[config.mk]
export PLATFORM = sky130hd
export DESIGN_NAME = mrsi_reset_init
export DESIGN_NICKNAME = d
export VERILOG_FILES = /design/src/mrsi_dummy_never.sv /design/src/mrsi_pkg.sv /design/src/mrsi_reset_init.sv
export SDC_FILE = /design/constraint.sdc
export NUM_CORES = 1
export LEC_CHECK = 0
export BUFFER_PORTS_ARGS = -buffer_cell sky130_fd_sc_hd__buf_2
export CORE_MARGIN = 5
export CORE_UTILIZATION = 54
export DETAILED_ROUTE_END_ITERATION = 7
export PLACE_DENSITY_LB_ADDON = 0.05
export SLEW_MARGIN = 20
export SYNTH_ARGS = -nofsm -noshare
export SYNTH_HDL_FRONTEND = slang
export SYNTH_SLANG_ARGS = --single-unit
[constraint.sdc]
create_clock -name i_clk -period 5.15 [get_ports i_clk]
set_input_delay 0.515 -clock i_clk [delete_from_list [all_inputs] [get_ports i_clk]]
set_output_delay 0.515 -clock i_clk [all_outputs]
set_load 0.05 [all_outputs]
[src/mrsi_dummy_never.sv]
`timescale 1ns/1ps

[src/mrsi_pkg.sv]
// Notes on behaviour
// - while the reset pin is low, hold everything in reset with defined register values.
// - when the reset pin returns high, leave reset and run from the reset vector.
// - with internal program memory, the first prefetch starts 11 states after release.
// - with external program memory, the first prefetch starts 41 states after release.
// - one state is one system clock period, 167 ns at 6 MHz; the code counts CYC_PER_STATE (34) cycles of the 5 ns clock per state.
// - reset clears program counter, status word and cpu control word to zero.
// - reset sets all port direction registers to ones; output latches stay undefined.
// - reset loads both port function control registers with low nibble set.
// - reset clears count, capture, pwm, timer control and adc mode registers.
// - reset clears serial mode, serial control and baud setting; buffers stay undefined.
// - reset clears the time base counter, time base mode and watchdog mode registers.
// - reset loads the memory expansion mode register with 30h.
// - reset loads the psram refresh mode register with 10h.
// - reset clears irq mode and in-service priority; irq control registers get 47h.
// - reset puts 2 in the standby control upper nibble and leaves bit 3 alone.
// - reset out of standby keeps internal ram and general registers intact.
// - data registers such as stack pointer and ram are never initialised by reset.
package mrsi_pkg;
    localparam int REG_COUNT    = 44;
    localparam int IDX_W        = 6;
    localparam int IDX_CPU_CTRL       = 0;
    localparam int IDX_PORT_DIR_FIRST = 1;
    localparam int IDX_PORT_DIR_LAST  = 5;
    localparam int IDX_PORT2_FN       = 6;
    localparam int IDX_PORT3_FN       = 7;
    localparam int IDX_RT_PORT        = 15;
    localparam int IDX_STANDBY        = 23;
    localparam int IDX_MEM_EXP        = 25;
    localparam int IDX_REFRESH        = 26;
    localparam int IRQ_FIRST          = 29;
    localparam int IRQ_LAST           = 43;
    localparam int STANDBY_KEEP_BIT   = 3;
    localparam logic [15:0] PC_RESET     = 16'h0000;
    localparam logic [15:0] STATUS_RESET = 16'h0000;
    localparam logic [7:0]  VAL_ZERO     = 8'h00;
    localparam logic [7:0]  VAL_PORT_DIR = 8'hff;
    localparam logic [7:0]  VAL_PORT_FN  = 8'h0f;
    localparam logic [7:0]  VAL_RT_PORT  = 8'h08;
    localparam logic [7:0]  VAL_STANDBY  = 8'h20;
    localparam logic [7:0]  VAL_MEM_EXP  = 8'h30;
    localparam logic [7:0]  VAL_REFRESH  = 8'h10;
    localparam logic [7:0]  VAL_IRQ_CTRL = 8'h47;
    localparam int STATE_NS      = 167;
    localparam int CLK_NS        = 5;
    localparam int CYC_PER_STATE = (STATE_NS + CLK_NS - 1) / CLK_NS;
    localparam int ROM_STATES    = 11;
    localparam int EXT_STATES    = 41;
    localparam int ROM_CYCLES    = ROM_STATES * CYC_PER_STATE;
    localparam int EXT_CYCLES    = EXT_STATES * CYC_PER_STATE;

    typedef enum logic [2:0] {
        ST_RESET = 3'b001,
        ST_WAIT  = 3'b010,
        ST_RUN   = 3'b100
    } mrsi_state_type;

    function automatic logic [7:0] reg_reset(input int idx);
        if (idx >= IDX_PORT_DIR_FIRST && idx <= IDX_PORT_DIR_LAST)
            return VAL_PORT_DIR;
        else if (idx == IDX_PORT2_FN || idx == IDX_PORT3_FN)
            return VAL_PORT_FN;
        else if (idx == IDX_RT_PORT)
            return VAL_RT_PORT;
        else if (idx == IDX_STANDBY)
            return VAL_STANDBY;
        else if (idx == IDX_MEM_EXP)
            return VAL_MEM_EXP;
        else if (idx == IDX_REFRESH)
            return VAL_REFRESH;
        else if (idx >= IRQ_FIRST && idx <= IRQ_LAST)
            return VAL_IRQ_CTRL;
        else
            return VAL_ZERO;
    endfunction
endpackage

[src/mrsi_reset_init.sv]
`timescale 1ns/1ps
module mrsi_reset_init #(
    parameter int TBC_W = 13,
    parameter int GP_COUNT = 16
) (
    // clock and system
    input  wire logic                          i_clk,
    input  wire logic                          i_clk_en,
    input  wire logic                          i_reset_n,
    // reset pin and fetch source
    input  wire logic                          i_reset_pin_n,
    input  wire logic                          i_ext_fetch,
    // register write port
    input  wire logic                          i_wr_en,
    input  wire logic [mrsi_pkg::IDX_W-1:0]    i_wr_idx,
    input  wire logic [7:0]                    i_wr_data,
    // general register write and read port
    input  wire logic                          i_gp_wr,
    input  wire logic [$clog2(GP_COUNT)-1:0]   i_gp_idx,
    input  wire logic [7:0]                    i_gp_data,
    output logic      [7:0]                    o_gp_rdata,
    // status
    output logic                               o_in_reset,
    output logic                               o_running,
    output logic                               o_prefetch_start,
    output logic      [15:0]                   o_pc,
    output logic      [15:0]                   o_psw,
    output logic      [TBC_W-1:0]              o_time_base,
    output logic      [mrsi_pkg::REG_COUNT*8-1:0] o_regs
);
    localparam int PRE_W = $clog2(mrsi_pkg::CYC_PER_STATE + 1);
    localparam int CNT_W = $clog2(mrsi_pkg::EXT_STATES + 1);
    localparam logic [PRE_W-1:0] PRE_LAST = PRE_W'(mrsi_pkg::CYC_PER_STATE - 1);
    localparam logic [CNT_W-1:0] ROM_LAST = CNT_W'(mrsi_pkg::ROM_STATES - 1);
    localparam logic [CNT_W-1:0] EXT_LAST = CNT_W'(mrsi_pkg::EXT_STATES - 1);

    logic [1:0]               pin_sync;
    logic                     pin_low;
    mrsi_pkg::mrsi_state_type state;
    logic [PRE_W-1:0]         pre_cnt;
    logic [CNT_W-1:0]         state_cnt;
    logic                     state_tick;
    logic                     ext_sel;
    logic                     wait_done;
    logic [7:0]               gp_regs [GP_COUNT];
    logic [PRE_W-1:0]         run_pre;
    logic                     state_tick_run;
    logic                     gp_seen;

    // assertion is immediate so a glitch-free hold is seen at once; release waits two edges
    always_ff @(posedge i_clk or negedge i_reset_pin_n) begin
        if (!i_reset_pin_n) begin
            pin_sync <= 2'b00;
        end else if (i_clk_en) begin
            pin_sync <= {pin_sync[0], 1'b1};
        end
    end

    assign pin_low    = !pin_sync[1];
    assign state_tick = (pre_cnt == PRE_LAST);
    assign wait_done  = state_tick && (state_cnt == (ext_sel ? EXT_LAST : ROM_LAST));

    always_ff @(posedge i_clk) begin
        if (!i_reset_n) begin
            state <= mrsi_pkg::ST_RESET;
        end else if (i_clk_en) begin
            case (state)
                mrsi_pkg::ST_RESET: begin
                    if (!pin_low)
                        state <= mrsi_pkg::ST_WAIT;
                end
                mrsi_pkg::ST_WAIT: begin
                    if (pin_low)
                        state <= mrsi_pkg::ST_RESET;
                    else if (wait_done)
                        state <= mrsi_pkg::ST_RUN;
                end
                mrsi_pkg::ST_RUN: begin
                    if (pin_low)
                        state <= mrsi_pkg::ST_RESET;
                end
                default: state <= mrsi_pkg::ST_RESET;
            endcase
        end
    end

    // one state is a fixed number of system clocks
    always_ff @(posedge i_clk) begin
        if (!i_reset_n) begin
            pre_cnt   <= '0;
            state_cnt <= '0;
            ext_sel   <= 1'b0;
        end else if (i_clk_en) begin
            if (state != mrsi_pkg::ST_WAIT) begin
                pre_cnt   <= '0;
                state_cnt <= '0;
                ext_sel   <= i_ext_fetch; // fetch source sampled up to the release
            end else if (state_tick) begin
                pre_cnt   <= '0;
                state_cnt <= state_cnt + 1'b1;
            end else begin
                pre_cnt <= pre_cnt + 1'b1;
            end
        end
    end

    always_ff @(posedge i_clk) begin
        if (!i_reset_n) begin
            o_in_reset       <= 1'b1;
            o_running        <= 1'b0;
            o_prefetch_start <= 1'b0;
        end else if (i_clk_en) begin
            o_in_reset       <= pin_low || (state == mrsi_pkg::ST_RESET);
            o_running        <= !pin_low && (state == mrsi_pkg::ST_RUN || (state == mrsi_pkg::ST_WAIT && wait_done));
            o_prefetch_start <= !pin_low && state == mrsi_pkg::ST_WAIT && wait_done;
        end
    end

    // program counter and status word sit at the reset vector until the core takes over
    always_ff @(posedge i_clk) begin
        if (!i_reset_n || (i_clk_en && pin_low)) begin
            o_pc  <= mrsi_pkg::PC_RESET;
            o_psw <= mrsi_pkg::STATUS_RESET;
        end
    end

    always_ff @(posedge i_clk) begin
        if (!i_reset_n || (i_clk_en && pin_low)) begin
            o_time_base <= '0;
        end else if (i_clk_en && state == mrsi_pkg::ST_RUN && state_tick_run) begin
            o_time_base <= o_time_base + 1'b1;
        end
    end

    // time base advances once per state while running
    assign state_tick_run = (run_pre == PRE_LAST);
    always_ff @(posedge i_clk) begin
        if (!i_reset_n || (i_clk_en && state != mrsi_pkg::ST_RUN)) begin
            run_pre <= '0;
        end else if (i_clk_en) begin
            run_pre <= state_tick_run ? '0 : run_pre + 1'b1;
        end
    end

    // control registers; the standby bit that survives reset is merged back in
    always_ff @(posedge i_clk) begin
        if (!i_reset_n || (i_clk_en && pin_low)) begin
            for (int i = 0; i < mrsi_pkg::REG_COUNT; i++) begin
                o_regs[i*8 +: 8] <= mrsi_pkg::reg_reset(i);
            end
            // the pin leaves the standby bit alone; only the power-up system reset gives it a defined value
            o_regs[mrsi_pkg::IDX_STANDBY*8 + mrsi_pkg::STANDBY_KEEP_BIT] <= i_reset_n
                ? o_regs[mrsi_pkg::IDX_STANDBY*8 + mrsi_pkg::STANDBY_KEEP_BIT] : 1'b0;
        end else if (i_clk_en && i_wr_en && state == mrsi_pkg::ST_RUN
                     && int'(i_wr_idx) < mrsi_pkg::REG_COUNT) begin
            o_regs[int'(i_wr_idx)*8 +: 8] <= i_wr_data;
        end
    end

    // general registers have no reset so standby contents live through it
    always_ff @(posedge i_clk) begin
        if (i_clk_en && i_gp_wr && state == mrsi_pkg::ST_RUN) begin
            gp_regs[i_gp_idx] <= i_gp_data;
        end
    end

    always_ff @(posedge i_clk) begin
        if (i_clk_en) begin
            o_gp_rdata <= gp_regs[i_gp_idx];
        end
    end

    // helper: enabled cycles spent waiting since release
    logic [15:0] wait_cycles;
    always_ff @(posedge i_clk) begin
        if (!i_reset_n || (i_clk_en && state != mrsi_pkg::ST_WAIT)) begin
            wait_cycles <= '0;
        end else if (i_clk_en) begin
            wait_cycles <= wait_cycles + 1'b1;
        end
    end

    // helper: word 0 holds software data, so its retention across reset can be watched
    always_ff @(posedge i_clk) begin
        if (!i_reset_n) begin
            gp_seen <= 1'b0;
        end else if (i_clk_en && i_gp_wr && state == mrsi_pkg::ST_RUN && i_gp_idx == '0) begin
            gp_seen <= 1'b1;
        end
    end

    property p_hold_reset;
        @(posedge i_clk) disable iff (!i_reset_n)
        (i_clk_en && pin_low) |=> (o_in_reset && state == mrsi_pkg::ST_RESET && !o_running);
    endproperty
    a_hold_reset: assert property (p_hold_reset) else $error("reset pin low did not hold reset");

    property p_release;
        @(posedge i_clk) disable iff (!i_reset_n)
        (i_clk_en && state == mrsi_pkg::ST_RESET && !pin_low) |=> state == mrsi_pkg::ST_WAIT;
    endproperty
    a_release: assert property (p_release) else $error("release did not start the wait");

    property p_rom_prefetch;
        @(posedge i_clk) disable iff (!i_reset_n)
        (o_prefetch_start && !ext_sel) |-> wait_cycles == 16'(mrsi_pkg::ROM_CYCLES);
    endproperty
    a_rom_prefetch: assert property (p_rom_prefetch) else $error("internal fetch start not at 11 states");

    property p_ext_prefetch;
        @(posedge i_clk) disable iff (!i_reset_n)
        (o_prefetch_start && ext_sel) |-> wait_cycles == 16'(mrsi_pkg::EXT_CYCLES);
    endproperty
    a_ext_prefetch: assert property (p_ext_prefetch) else $error("external fetch start not at 41 states");

    property p_state_len;
        @(posedge i_clk) disable iff (!i_reset_n)
        (i_clk_en && state == mrsi_pkg::ST_WAIT && state_tick && !pin_low) |=> pre_cnt == '0;
    endproperty
    a_state_len: assert property (p_state_len) else $error("state length counter did not wrap");

    property p_cpu_zero;
        @(posedge i_clk) disable iff (!i_reset_n)
        $rose(state == mrsi_pkg::ST_WAIT) |-> (o_pc == '0 && o_psw == '0 && o_regs[mrsi_pkg::IDX_CPU_CTRL*8 +: 8] == '0);
    endproperty
    a_cpu_zero: assert property (p_cpu_zero) else $error("cpu words not cleared at release");

    property p_port_values;
        @(posedge i_clk) disable iff (!i_reset_n)
        (i_clk_en && pin_low) |=> (o_regs[mrsi_pkg::IDX_PORT_DIR_FIRST*8 +: 8] == mrsi_pkg::VAL_PORT_DIR
            && o_regs[mrsi_pkg::IDX_PORT3_FN*8 +: 8] == mrsi_pkg::VAL_PORT_FN);
    endproperty
    a_port_values: assert property (p_port_values) else $error("port registers wrong after reset");

    property p_mem_values;
        @(posedge i_clk) disable iff (!i_reset_n)
        (i_clk_en && pin_low) |=> (o_regs[mrsi_pkg::IDX_MEM_EXP*8 +: 8] == mrsi_pkg::VAL_MEM_EXP
            && o_regs[mrsi_pkg::IDX_REFRESH*8 +: 8] == mrsi_pkg::VAL_REFRESH
            && o_regs[mrsi_pkg::IRQ_LAST*8 +: 8] == mrsi_pkg::VAL_IRQ_CTRL);
    endproperty
    a_mem_values: assert property (p_mem_values) else $error("memory or irq registers wrong after reset");

    property p_standby_ctrl_reg_keep;
        @(posedge i_clk) disable iff (!i_reset_n)
        (i_clk_en && pin_low) |=> (o_regs[mrsi_pkg::IDX_STANDBY*8 + 4 +: 4] == mrsi_pkg::VAL_STANDBY[7:4]
            && $stable(o_regs[mrsi_pkg::IDX_STANDBY*8 + mrsi_pkg::STANDBY_KEEP_BIT]));
    endproperty
    a_standby_ctrl_reg_keep: assert property (p_standby_ctrl_reg_keep) else $error("standby control bit 3 changed by reset");

    property p_gp_keep;
        @(posedge i_clk) disable iff (!i_reset_n)
        (gp_seen && state == mrsi_pkg::ST_RESET) |=> $stable(gp_regs[0]);
    endproperty
    a_gp_keep: assert property (p_gp_keep) else $error("general register changed during reset");

    property p_wr_refused;
        @(posedge i_clk) disable iff (!i_reset_n)
        (i_clk_en && i_wr_en && state != mrsi_pkg::ST_RUN) |=> $stable(o_regs);
    endproperty
    a_wr_refused: assert property (p_wr_refused) else $error("register write accepted outside run");

    property p_pulse_once;
        @(posedge i_clk) disable iff (!i_reset_n)
        (i_clk_en && o_prefetch_start) |=> !o_prefetch_start;
    endproperty
    a_pulse_once: assert property (p_pulse_once) else $error("prefetch start longer than one cycle");

    property p_run_hold;
        @(posedge i_clk) disable iff (!i_reset_n)
        (i_clk_en && o_running && !pin_low) |=> o_running;
    endproperty
    a_run_hold: assert property (p_run_hold) else $error("running dropped without reset");

    property p_wait_quiet;
        @(posedge i_clk) disable iff (!i_reset_n)
        (i_clk_en && state == mrsi_pkg::ST_WAIT && !wait_done) |=> (!o_running && !o_prefetch_start);
    endproperty
    a_wait_quiet: assert property (p_wait_quiet) else $error("fetch started before the state count");

    property p_in_reset_clear;
        @(posedge i_clk) disable iff (!i_reset_n)
        (i_clk_en && state == mrsi_pkg::ST_RUN && !pin_low) |=> !o_in_reset;
    endproperty
    a_in_reset_clear: assert property (p_in_reset_clear) else $error("reset flag high while running");

    property p_fetch_src_held;
        @(posedge i_clk) disable iff (!i_reset_n)
        (i_clk_en && state == mrsi_pkg::ST_WAIT) |=> $stable(ext_sel);
    endproperty
    a_fetch_src_held: assert property (p_fetch_src_held) else $error("fetch source changed while waiting");

    property p_time_base_step;
        @(posedge i_clk) disable iff (!i_reset_n)
        (i_clk_en && state == mrsi_pkg::ST_RUN && state_tick_run && !pin_low)
            |=> o_time_base == TBC_W'($past(o_time_base) + 1'b1);
    endproperty
    a_time_base_step: assert property (p_time_base_step) else $error("time base did not step once per state");

    c_rom_boot: cover property (@(posedge i_clk) disable iff (!i_reset_n) o_prefetch_start && !ext_sel);
    c_ext_boot: cover property (@(posedge i_clk) disable iff (!i_reset_n) o_prefetch_start && ext_sel);
    c_rereset:  cover property (@(posedge i_clk) disable iff (!i_reset_n) o_running ##1 o_in_reset);
    c_frozen:   cover property (@(posedge i_clk) disable iff (!i_reset_n) !i_clk_en && state == mrsi_pkg::ST_WAIT);
    c_keep_bit: cover property (@(posedge i_clk) disable iff (!i_reset_n)
        o_in_reset && o_regs[mrsi_pkg::IDX_STANDBY*8 + mrsi_pkg::STANDBY_KEEP_BIT]);
endmodule

[Yosys cells after proc, flatten, opt, wreduce, memory -nomap -nowiden]
Memory sizes are Yosys's and may differ from the RTL's. A register that Yosys moved wholly into a read port is not among the register bits.
Cells that the tools add are included.
Operators by class
  add/sub/neg operators: 5
  multipliers: 0
  div/mod/pow operators: 0
  order comparisons: 1
  equality and inequality tests: 12
  shift-type cells: 2
  muxes and demuxes: 17
  bitwise gates (word level): 0
  reductions and logical operators: 26
Operators with widths (count)
  188-bit 2-to-1 mux: 2
  352-bit bitwise mux: 1
  8-bit by 33-bit variable shift with 352-bit output, first input constant: 1
  8-bit by 33-bit variable part select with 352-bit output: 1
  6-bit 2-to-1 mux: 6
  9-bit negation with 33-bit output: 1
  6-bit by 1-bit adder with 6-bit output, second input constant: 3
  1-bit logical AND: 14
  13-bit by 1-bit adder with 13-bit output, second input constant: 1
  6-bit == test, second input constant: 2
  3-bit 2-to-1 mux: 4
  3-bit one-hot mux with 3 select lines: 1
  6-bit == test: 1
  6-bit < comparator, second input constant: 1
  2-bit != test, second input constant: 3
  3-bit != test, second input constant: 2
  2-bit AND reduction: 3
  1-bit logical OR: 4
  4-bit AND reduction: 1
  2-bit nonzero test: 2
  3-bit by 1-bit == test with 1-bit output, second input constant: 1
  3-bit by 2-bit == test with 1-bit output, second input constant: 1
  3-bit == test, second input constant: 1
  1-bit 2-to-1 mux: 3
  other kinds (2): 3
Word-level totals
  register bits after elaboration: 392
  bits in latches: 0
  RAM bits: 128
  ROM bits: 0
  bits of input ports: 33
  logic and storage cells: 76
  memories: 1
Memory list
  gp_regs: words 16, bits a word 8, rd ports 1, clocked after Yosys merged registers in 1, wr ports 1, line mrsi_reset_init.sv:45  | logic [7:0] gp_regs [GP_COUNT];

[Depth between registers and ports, before layout]
Gate-level depths: netlist of the first run.
  depth after elaboration: 6
  mapped depth: 11

[Least setup slack after synthesis of the first run]
No wires, ideal clock.
  path type: input port to flip-flop
  from: in i_wr_idx[1] (netlist bit)
  to: reg o_regs[144] (netlist bit)
  setup time: 74 ps
  arrival: 2769 ps
  data required time: 5076 ps
  slack: 2307 ps
  stages: 10
  cell sequence: buf_2 or3_1 nor3_1 ha_1 and2_1 mux2_2 and3_1 clkbuf_1 nand2_1 mux2i_1
On the way
  longest elaborated chain between the ends: 3
RTL lines
  from (decl): line mrsi_reset_init.sv:15  | input wire logic [mrsi_pkg::IDX_W-1:0] i_wr_idx,
  9-bit negation with 33-bit output: line mrsi_reset_init.sv:156  | o_regs[int'(i_wr_idx)*8 +: 8] <= i_wr_data;
  8-bit by 33-bit variable part select with 352-bit output or 8-bit by 33-bit variable shift with 352-bit output (tied branches): line mrsi_reset_init.sv:156
  352-bit bitwise mux: line mrsi_reset_init.sv:156
  to (signal, indexed assignment): line mrsi_reset_init.sv:149  | o_regs[i*8 +: 8] <= mrsi_pkg::reg_reset(i);
  to (signal, indexed assignment): line mrsi_reset_init.sv:152  | o_regs[mrsi_pkg::IDX_STANDBY*8 + mrsi_pkg::STANDBY_KEEP_BIT] <= i_reset_n
  to (signal, indexed assignment): line mrsi_reset_init.sv:156
  to (decl): line mrsi_reset_init.sv:29  | output logic [mrsi_pkg::REG_COUNT*8-1:0] o_regs
Several ways; a longest one is shown, not always the timed one.
A chain may end at the register's enable or synchronous reset.

[Worst setup path after layout of the first run]
  from: in i_wr_idx[0] (netlist bit)
  to: reg o_regs[233] (netlist bit)
Same word-level chain as after synthesis.

==> results.cfg, run 1 <==
[clock_network]
cts_tree = built
cts_max_level = 2
clk_pin_slew_worst_paths_ns = 0.06
root_buffer = clkbuf_16
cts_resized = 0
ctsHoldBuffers = 1
clock_path_buffers = 3
cts_buffers = 54
cts_setup_buffers = 0
insertion_delay_ns = 0.58
cts_sinks = 528

[sta]
setup_tns_ns = 0
finalHoldViolCount = 0
rsz0062_at_grt = no
finalCritPeriodShare_pct = 72.1
whs_ns = 0.220
fmaxAchievable_mhz = 269
fin_crit_ns = 3.71
clock_skew_ns = 0.0134
slew-limit-headroom_pct = 19.0
finalSetupViolCount = 0
tightest_slew_ns = 1.20
slew_violations = 0

[global_routing]
track_usage_pct = 28.2
grt-ovfl-total = 0
antenna_found_initial = 7
grt_max_degree = 110
grt_pass1_vias = 15887
grt_pass1_wl_mm = 96.7

[detailed_routing]
drc = 0
drtPass1Iterations = 5
avgRoutedWirePerCell_um = 23.0
antenna_left = 0
drt-total-wl_mm = 64.3
drt_iter0_drc = 1391
via_per_inst = 5.85
vias = 16363

[place]
place_hpwl_mm = 45.3
port-buffer-count = 408
place_congestion = 0.915
place_area_um2 = 23300

[logic_synthesis]
synth.most_common_cell = dfxtp_1
synth_async_sr_flop_share_pct = 0.379
synthTopCellsByArea = dfxtp_1 (37%), edfxtp_1 (19%), mux2i_1 (9.1%)
synth_top_area_share_pct = 36.8
yosysWarnings = 0
yosys-top-cells-count = dfxtp_1 (389), nand2_1 (203), mux2i_1 (193)
synth_ff_type = dfxtp_1
synthDistinctLibCells = 81
synth_edf_count = 137
avgSynthCellArea_um2 = 11.2
ys_seq_area_share_pct = 56.5
syn_area_um2 = 21200
syn_inst = 1897
synth_largest_area_cell = dfxtp_1
synth_seq_cells = 528

[critical_path]
slowest_stage = nor4_1
r2r_cells = 5
critPathLaunchType = input pin
path_max_fanout = 16
worstSetupEndpointType = flip-flop
worst-path-stages = 8
cp.arrival_ns = 4.14
critPathKind = in -> reg
required_ns = 5.58
crit_chain = buf_2 > inv_2 > ha_1 > inv_1 > nor4_1 > nand4_1 > nor3_1 > a21oi_1
critPathBufInv = 3
max_stage_delay_ns = 0.96
crit_family = simple AND/OR/NAND/NOR gates

[floorplanning]
num_rows = 72
boundaryPins = 441
initial_core_util_pct = 54.6
die-width_um = 208
die_area_um2 = 43200
core_um2 = 38700
die_y_um = 208

[finish]
final_util_pct = 64.6
final_nets = 2278
drive_above_1_share_pct = 26.6
syn_to_final_growth_pct = 18.2
final_area_um2 = 25000

[pwr]
power_uw = 8500
ir_drop_uv = 309
p_leak_uw = 0.0106
powerDensity_nw_per_um2 = 340

[job]
cap_violations = 0

[worst_hold_path]
hold_path_depth = 3
hp-class = in -> reg

[status]
status = finished clean
metal layers:
layer | GRT usage (%) | up-vias | wire (um)
met5 | 1.45 | - | 148
met4 | 12.7 | 12 | 3190
met3 | 7.14 | 155 | 5320
met2 | 45.6 | 648 | 30300
met1 | 36.0 | 7987 | 25300
li1 | - | 7561 | -
area by class of cell:
class	instances	area, um2
Inverter	19	71.3
Multi-Input combinational cell	1207	8440
Clock inverter	10	90.1
Antenna cell	1	2.50
Sequential cell	528	12000
Tap cell	518	648
Timing Repair Buffer	427	2210
Fill cell	3199	13700
Clock buffer	86	1600
registers in the layout, indices dropped and copies added (netlist names), 2 cells and up:
register,count
pre_cnt,6
gp_regs,128
o_gp_rdata,8
state,3
state_cnt,6
run_pre,6
o_regs,352
pin_sync,2
o_time_base,13
worst min-delay path: stages:
cell      delay, ns
buf_2          0.10
nand3_1        0.06
a21boi_0       0.07
where the power goes:
part / switching [uW] / internal [uW] / total (uW)
sequential: 7.32 / 4260 / 4270
combinational: 383 / 95.7 / 479
clock: 1580 / 2170 / 3750
path summary, 6_finish.rpt:
path | startpoint | endpoint | slack (ns)
max in group asynchronous | i_reset_pin_n | pin_sync[0] | 4.81
worst min-delay path | i_ext_fetch | ext_sel | 0.22
worst max register to register | state[2] | o_regs[302] | 1.79
worst min register to register | o_regs[98] | o_regs[98] | 0.46
worst max-delay path | i_wr_idx[0] | o_regs[233] | 1.44
min in group asynchronous | i_reset_pin_n | pin_sync[1] | 0.25
cells by family (layout without fill, tap and decap cells):
family | count (synthesis) | count (layout) | synth area share, %
other | 1 | 33 | 0.0177
muxes | 234 | 234 | 13.4
xor gates and xnor gates | 25 | 25 | 1.03
adders and majority gates | 8 | 8 | 0.473
and+or+nand+nor | 606 | 606 | 13.9
DFF | 528 | 528 | 56.5
AOI/OAI and AO/OA | 302 | 302 | 10.2
buffers and inverters | 193 | 542 | 4.44
cells in the final DEF, fill, tap and decap left out, types with 23 or more instances in the layout:
cell,instances
clkbuf_16,54
conb_1,32
o21ai_0,80
edfxtp_1,137
o311ai_0,28
nor3_1,25
nor2_1,141
dfxtp_1,389
mux2i_1,193
buf_2,408
nand3_1,94
or3_1,23
o211ai_1,52
nand2_1,203
o31ai_1,51
mux4_2,40
metrics by stage:
step	instances	setup WS (ns)
5_1_grt	2795	1.42
3_5_place_dp	2697	0.855
3_3_place_gp	2697	1.00
6_report	2796	1.44
2_1_floorplan	1928	2.31
4_1_cts	2794	1.49
(Power assumes the default switching activity.)
==> run 2: changes to the inputs <==
--- a/config.mk
+++ b/config.mk
@@ -7,7 +7,7 @@
 export LEC_CHECK = 0
 export BUFFER_PORTS_ARGS = -buffer_cell sky130_fd_sc_hd__buf_2
 export CORE_MARGIN = 5
-export CORE_UTILIZATION = 54
+export CORE_UTILIZATION = 49
 export DETAILED_ROUTE_END_ITERATION = 7
 export PLACE_DENSITY_LB_ADDON = 0.05
 export SLEW_MARGIN = 20
==> constraint.sdc (replaced) <==
create_clock -name i_clk -period 3.3 [get_ports i_clk]
set_input_delay 0.33 -clock i_clk [delete_from_list [all_inputs] [get_ports i_clk]]
set_output_delay 0.33 -clock i_clk [all_outputs]
set_load 0.05 [all_outputs]
==> run 2 against run 1 <==
  * Worst setup slack worse by 0.83 ns
  * Register-to-register slack worse by 1.2 ns
  * Die area is 9.7% higher
  * Design area is 2.2% higher
  * Critical path depth is 2 lower
  * Largest power group unchanged
==> results.cfg, run 2 (synthesized netlist as in run 1, its figures left out) <==
[pwr]
ir_drop_uv = 446
p_comb_share_pct = 5.9
power_uw = 13300
p_int_uw = 10200
powerDensity_nw_per_um2 = 522
p_seq_share_pct = 49.9
netSwitchingFraction_pct = 23.2
pwr-share-clk_pct = 44.1
p_leak_uw = 0.0109
switchingPower_uw = 3100

[detailed_routing]
antenna_left = 0
drtPass1Iterations = 5
drt-total-wl_mm = 65.6
wl_met2_mm = 29.8
via_per_inst = 5.63
drc = 0
topRoutingLayerUsed = met5
wl_met3_mm = 5.93
avgRoutedWirePerCell_um = 22.4
vias = 16468
met1_length_mm = 27.8
drt_iter0_drc = 1421

[clock_network]
clk_pin_slew_worst_paths_ns = 0.06
clock_path_buffers = 3
insertion_delay_ns = 0.60
cts_resized = 0
cts_setup_buffers = 0
cts_max_level = 2
ctsHoldBuffers = 3
cts_buffers = 54
cts_tree = built
cts_sinks = 528
root_buffer = clkbuf_16

[floorplanning]
num_rows = 76
die_area_um2 = 47400
initial_core_util_pct = 49.3
die-width_um = 218
die_y_um = 218
core_um2 = 42900
boundaryPins = 441

[finish]
max_flop_register = o_regs
drive_above_1_share_pct = 28.1
syn_to_final_growth_pct = 20.8
final_area_um2 = 25600
layout_common_cells = buf_2 (408), dfxtp_1 (389), nand2_1 (203)
largest_reg_flops = 352
final_common_cell = buf_2
final_nets = 2340
reg_top3 = o_regs x352, gp_regs x128, o_time_base x13

[critical_path]
r2r_start = state[2]
r2r_cells = 6
critPathKind = reg -> reg
required_ns = 3.76
path_max_fanout = 11
cp.arrival_ns = 3.16
worstSetupStartpoint = state[2]
critPathLaunchType = flip-flop
worstSetupEndpointType = flip-flop
crit_chain = and4bb_2 > o211a_1 > buf_4 > and3_1 > nand2_1 > mux2i_1
slowest_stage = dfxtp_1
rrSetupSlack_ns = 0.60
reg2reg_to = o_regs[144]
max_stage_delay_ns = 0.50

[sta]
clock_skew_ns = 0.0121
whs_ns = 0.0403
finalSetupViolCount = 0
fin_crit_ns = 2.70
slew_violations = 0
finalCritPeriodShare_pct = 81.7
fmaxAchievable_mhz = 371
setup_tns_ns = 0
finalHoldViolCount = 0
slew-limit-headroom_pct = 31.2
tightest_slew_ns = 1.03
rsz0062_at_grt = no

[place]
place_area_um2 = 23800
place_congestion = 0.913
place_hpwl_mm = 47.0
port-buffer-count = 408

[global_routing]
grt_pass1_wl_mm = 98.1
grt_pass1_vias = 15745
grt_max_degree = 193
track_usage_pct = 26.6
grt-ovfl-total = 0
antenna_found_initial = 4

[worst_hold_path]
hp-class = in -> async

[job]
cap_violations = 0

[status]
status = finished clean
-- run 2: changes by cell type in the layout (fill, tap and decap cells not counted), sizes merged --
cell / delta
buf: +60
bufinv: -1
clkbuf: +1
clkinv: -1
dlygate4sd3: +2
inv: -1
-- run 2: layout make-up --
type                            count  area (um2)
Antenna cell                        1        2.50
Clock buffer                       87        1660
Clock inverter                      7        35.0
Fill cell                        3691       17300
Inverter                           19        71.3
Multi-Input combinational cell   1207        8410
Sequential cell                   528       12000
Tap cell                          585         732
Timing Repair Buffer              489        2700
-- run 2: critical path, delay by kind of cell (launching register included) --
family	cells	cell delay (ns)
buffers and inverters	1	0.22
AOI/OAI and AO/OA	1	0.39
and+or+nand+nor	3	1.22
muxes	1	0.22
DFF	1	0.50
-- run 2: metal layers --
layer  track usage [%]  vias up
met1              36.6     7990
met5                 0        -
li1                  -     7696
met3              7.58      124
met4              8.44        4
met2              41.1      654
-- run 2: how the worst max path moves through the flow --
stage	end
after floorplan	o_regs[144]
after global placement	o_regs[146]
after detailed placement	o_regs[144]
after CTS	o_regs[144]
after global routing	o_regs[49]
final	o_regs[144]
-- run 2: per-stage QoR --
stage	instances	util [%]	setup WS (ns)
finish	2923	59.6	0.603
detailed placement	2825	55.6	0.203
global route	2923	59.6	0.344
CTS	2922	59.6	0.560
global placement	2825	55.6	0.243
floorplan	1928	-	0.642
-- run 2: power by group through the flow --
stage | registers, uW | logic, uW | clock network, uW
after detailed placement | 6800 | 778 | 0
after floorplan | 6830 | 516 | 0
after CTS | 6660 | 784 | 6010
after global routing | 6660 | 840 | 6260
final | 6660 | 789 | 5890
after global placement | 6800 | 772 | 0
==> run 3: changes to the inputs <==
--- a/config.mk
+++ b/config.mk
@@ -5,9 +5,10 @@
 export SDC_FILE = /design/constraint.sdc
 export NUM_CORES = 1
 export LEC_CHECK = 0
+export ABC_AREA = 1
 export BUFFER_PORTS_ARGS = -buffer_cell sky130_fd_sc_hd__buf_2
 export CORE_MARGIN = 5
-export CORE_UTILIZATION = 49
+export CORE_UTILIZATION = 50
 export DETAILED_ROUTE_END_ITERATION = 7
 export PLACE_DENSITY_LB_ADDON = 0.05
 export SLEW_MARGIN = 20
==> constraint.sdc (replaced) <==
create_clock -name i_clk -period 2.4 [get_ports i_clk]
set_input_delay 0.24 -clock i_clk [delete_from_list [all_inputs] [get_ports i_clk]]
set_output_delay 0.24 -clock i_clk [all_outputs]
set_load 0.05 [all_outputs]
==> run 3 against run 2 <==
  * Sequential power increased by 38%
  * First-iteration DRC count rose by 61%
  * Design area up 12%
  * Sequential share of layout area decreased by 5.1 points
  * Cell count increased by 42%
==> results.cfg, run 3 <==
[clock_network]
cts_buffers = 54
cts_tree = built
root_buffer = clkbuf_16
clock_path_buffers = 3
cts_max_level = 2
insertion_delay_ns = 0.62
clk_pin_slew_worst_paths_ns = 0.06
cts_sinks = 528

[global_routing]
track_usage_pct = 30.3
antenna_found_initial = 6
grt_pass1_vias = 21112
grt-ovfl-total = 0
grt_pass1_wl_mm = 122
grt_max_degree = 135

[critical_path]
slowest_stage = dfxtp_1
critPathLaunchType = flip-flop
path_max_fanout = 33
cp.arrival_ns = 2.65
crit_chain = inv_1 > nand3_2 > nor2_2 > nand3_1 > buf_4 > nor3_4 > buf_6 > nand3_1 > nand2_1 > nand3_1
max_stage_delay_ns = 0.32
critPathKind = reg -> reg
crit_top_cell = nand3_1
required_ns = 2.87
worstSetupEndpointType = flip-flop

[detailed_routing]
antenna_left = 0
drc = 0
avgRoutedWirePerCell_um = 19.3
drt_iter0_drc = 2289
vias = 22485
drtPass1Iterations = 8
drt-total-wl_mm = 80.2
via_per_inst = 5.41

[logic_synthesis]
avgSynthCellArea_um2 = 7.63
synth_largest_area_cell = dfxtp_1
yosys-top-cells-count = nand2_1 (729), nor2_1 (659), dfxtp_1 (389)
synthTopCellsByArea = dfxtp_1 (34%), edfxtp_1 (18%), nand2_1 (12%)
synth_async_sr_flop_share_pct = 0.379
yosysWarnings = 0
synth_ff_type = dfxtp_1
syn_inst = 3017
synth.most_common_cell = nand2_1
synth_edf_count = 137
synthDistinctLibCells = 40
synth_seq_cells = 528
synth_top_area_share_pct = 33.8
syn_area_um2 = 23000
ys_seq_area_share_pct = 51.9

[floorplanning]
initial_core_util_pct = 50.6
boundaryPins = 441
core_um2 = 45500
die-width_um = 225
num_rows = 78
die_y_um = 225
die_area_um2 = 50400

[worst_hold_path]
hp-class = in -> reg

[place]
place_hpwl_mm = 58.9
numPlacedInstances = 4045
place_congestion = 0.911
port-buffer-count = 408
place_area_um2 = 26700

[finish]
syn_to_final_growth_pct = 24.7
n_fill_cell = 4176
largest_reg_flops = 352
layout_common_cells = nand2_1 (727), nor2_1 (655), buf_2 (408)
finalNonFillerCells = 4156
final_nets = 3551
drive_above_1_share_pct = 21.0
final_common_cell = nand2_1
final_area_um2 = 28700
max_flop_register = o_regs
reg_top3 = o_regs x352, gp_regs x128, o_time_base x13

[sta]
finalHoldViolCount = 0
tightest_slew_ns = 0.969
finalSetupViolCount = 0
fmaxAchievable_mhz = 459
slew-limit-headroom_pct = 35.4
finalCritPeriodShare_pct = 90.7
clock_skew_ns = 0.0148
slew_violations = 0
rsz0062_at_grt = no
fin_crit_ns = 2.18

[job]
cap_violations = 0

[pwr]
p_leak_uw = 0.0130
ir_drop_uv = 522
powerDensity_nw_per_um2 = 681

[status]
status = finished clean
==> run 3: cell count changes after synthesis, moves of 98 or more <==
cell | previous run | this run
nand2_1 | 203 | 729
nor2_1 | 141 | 659
mux2i_1 | 193 | 0
inv_1 | 17 | 208
nand4_1 | 18 | 148
nand3_1 | 94 | 192
==> run 3: worst paths after layout <==
path | from | endpoint | slack [ns] | cells past startpoint
setup / recovery | state[1] | o_regs[42] | 0.22 | 10
hold / removal | i_gp_data[2] | gp_regs[14][2] | 0.02 | 1
setup reg to reg | state[1] | o_regs[42] | 0.22 | 10
hold reg to reg | o_regs[2] | o_regs[2] | 0.45 | 2
max in group asynchronous | i_reset_pin_n | pin_sync[1] | 1.75 | 3
min in group asynchronous | i_reset_pin_n | pin_sync[0] | 0.53 | 3
==> run 3: metrics by stage <==
step / setup TNS, ns / total power, uW / setup slack (ns) / util (%) / hold WS [ns]
2_1_floorplan: 0 / 10300 / 0.0149 / - / -0.0556
3_3_place_gp: -12.40 / 10800 / -0.461 / 58.6 / 0.0257
3_5_place_dp: -9.65 / 10800 / -0.411 / 58.6 / 0.0290
4_1_cts: 0 / 19600 / 0.0348 / 63.0 / 0.000160
5_1_grt: 0 / 20100 / 0.0405 / 63.1 / 0.0160
6_report: 0 / 19500 / 0.224 / 63.1 / 0.0245
==> run 3: logic make-up (layout without fill, tap and decap cells) <==
logic type | after synthesis | after routing | synth area share [%]
other | 1 | 34 | 0.0163
AOI/OAI and AO/OA | 248 | 248 | 6.63
buffers and inverters | 425 | 931 | 7.78
adders and majority gates | 8 | 8 | 0.435
and+or+nand+nor | 1798 | 1798 | 32.9
xor gates and xnor gates | 9 | 9 | 0.343
DFF | 528 | 528 | 51.9
==> run 3: per-layer routing <==
layer | up-vias | track usage (%) | wire, um
met5 | - | 0 | 56
met4 | 8 | 11.9 | 2980
met3 | 184 | 6.64 | 7200
met2 | 991 | 47.1 | 36300
met1 | 10547 | 41.7 | 33600
li1 | 10755 | - | -
==> run 3: layout make-up <==
type	instances	area (um2)	share of cell area [%]
flip-flops and latches	528	12000	41.7
multi-input cells	2095	9480	33.0
repair buffers	606	3780	13.2
clock buffers	77	1550	5.39
inverters	225	847	2.95
well taps	600	751	2.62
clock inverters	23	332	1.16
diodes	2	5.00	0.0174
==> run 3: timing repair <==
action / in CTS / in global routing
hold buffers: 9 / 0
setup buffers: 0 / 0
setup endpoints to repair: 14 / 95
resized for setup: 2 / 11
hold endpoints to repair: 63 / 0
==> run 3: worst max-delay path, delay by kind of cell (launching register included) <==
family	cells	cell delay, ns
and+or+nand+nor	7	1.07
buffers and inverters	3	0.62
DFF	1	0.32
==> run 3: power by group <==
part	internal [uW]	switching [uW]	leakage, uW	total [uW]
registers	9150	12.4	0.00440	9160
logic	372	1130	0.00769	1510
clock network	5260	3610	0.000935	8880
total	14800	4760	0.0130	19500
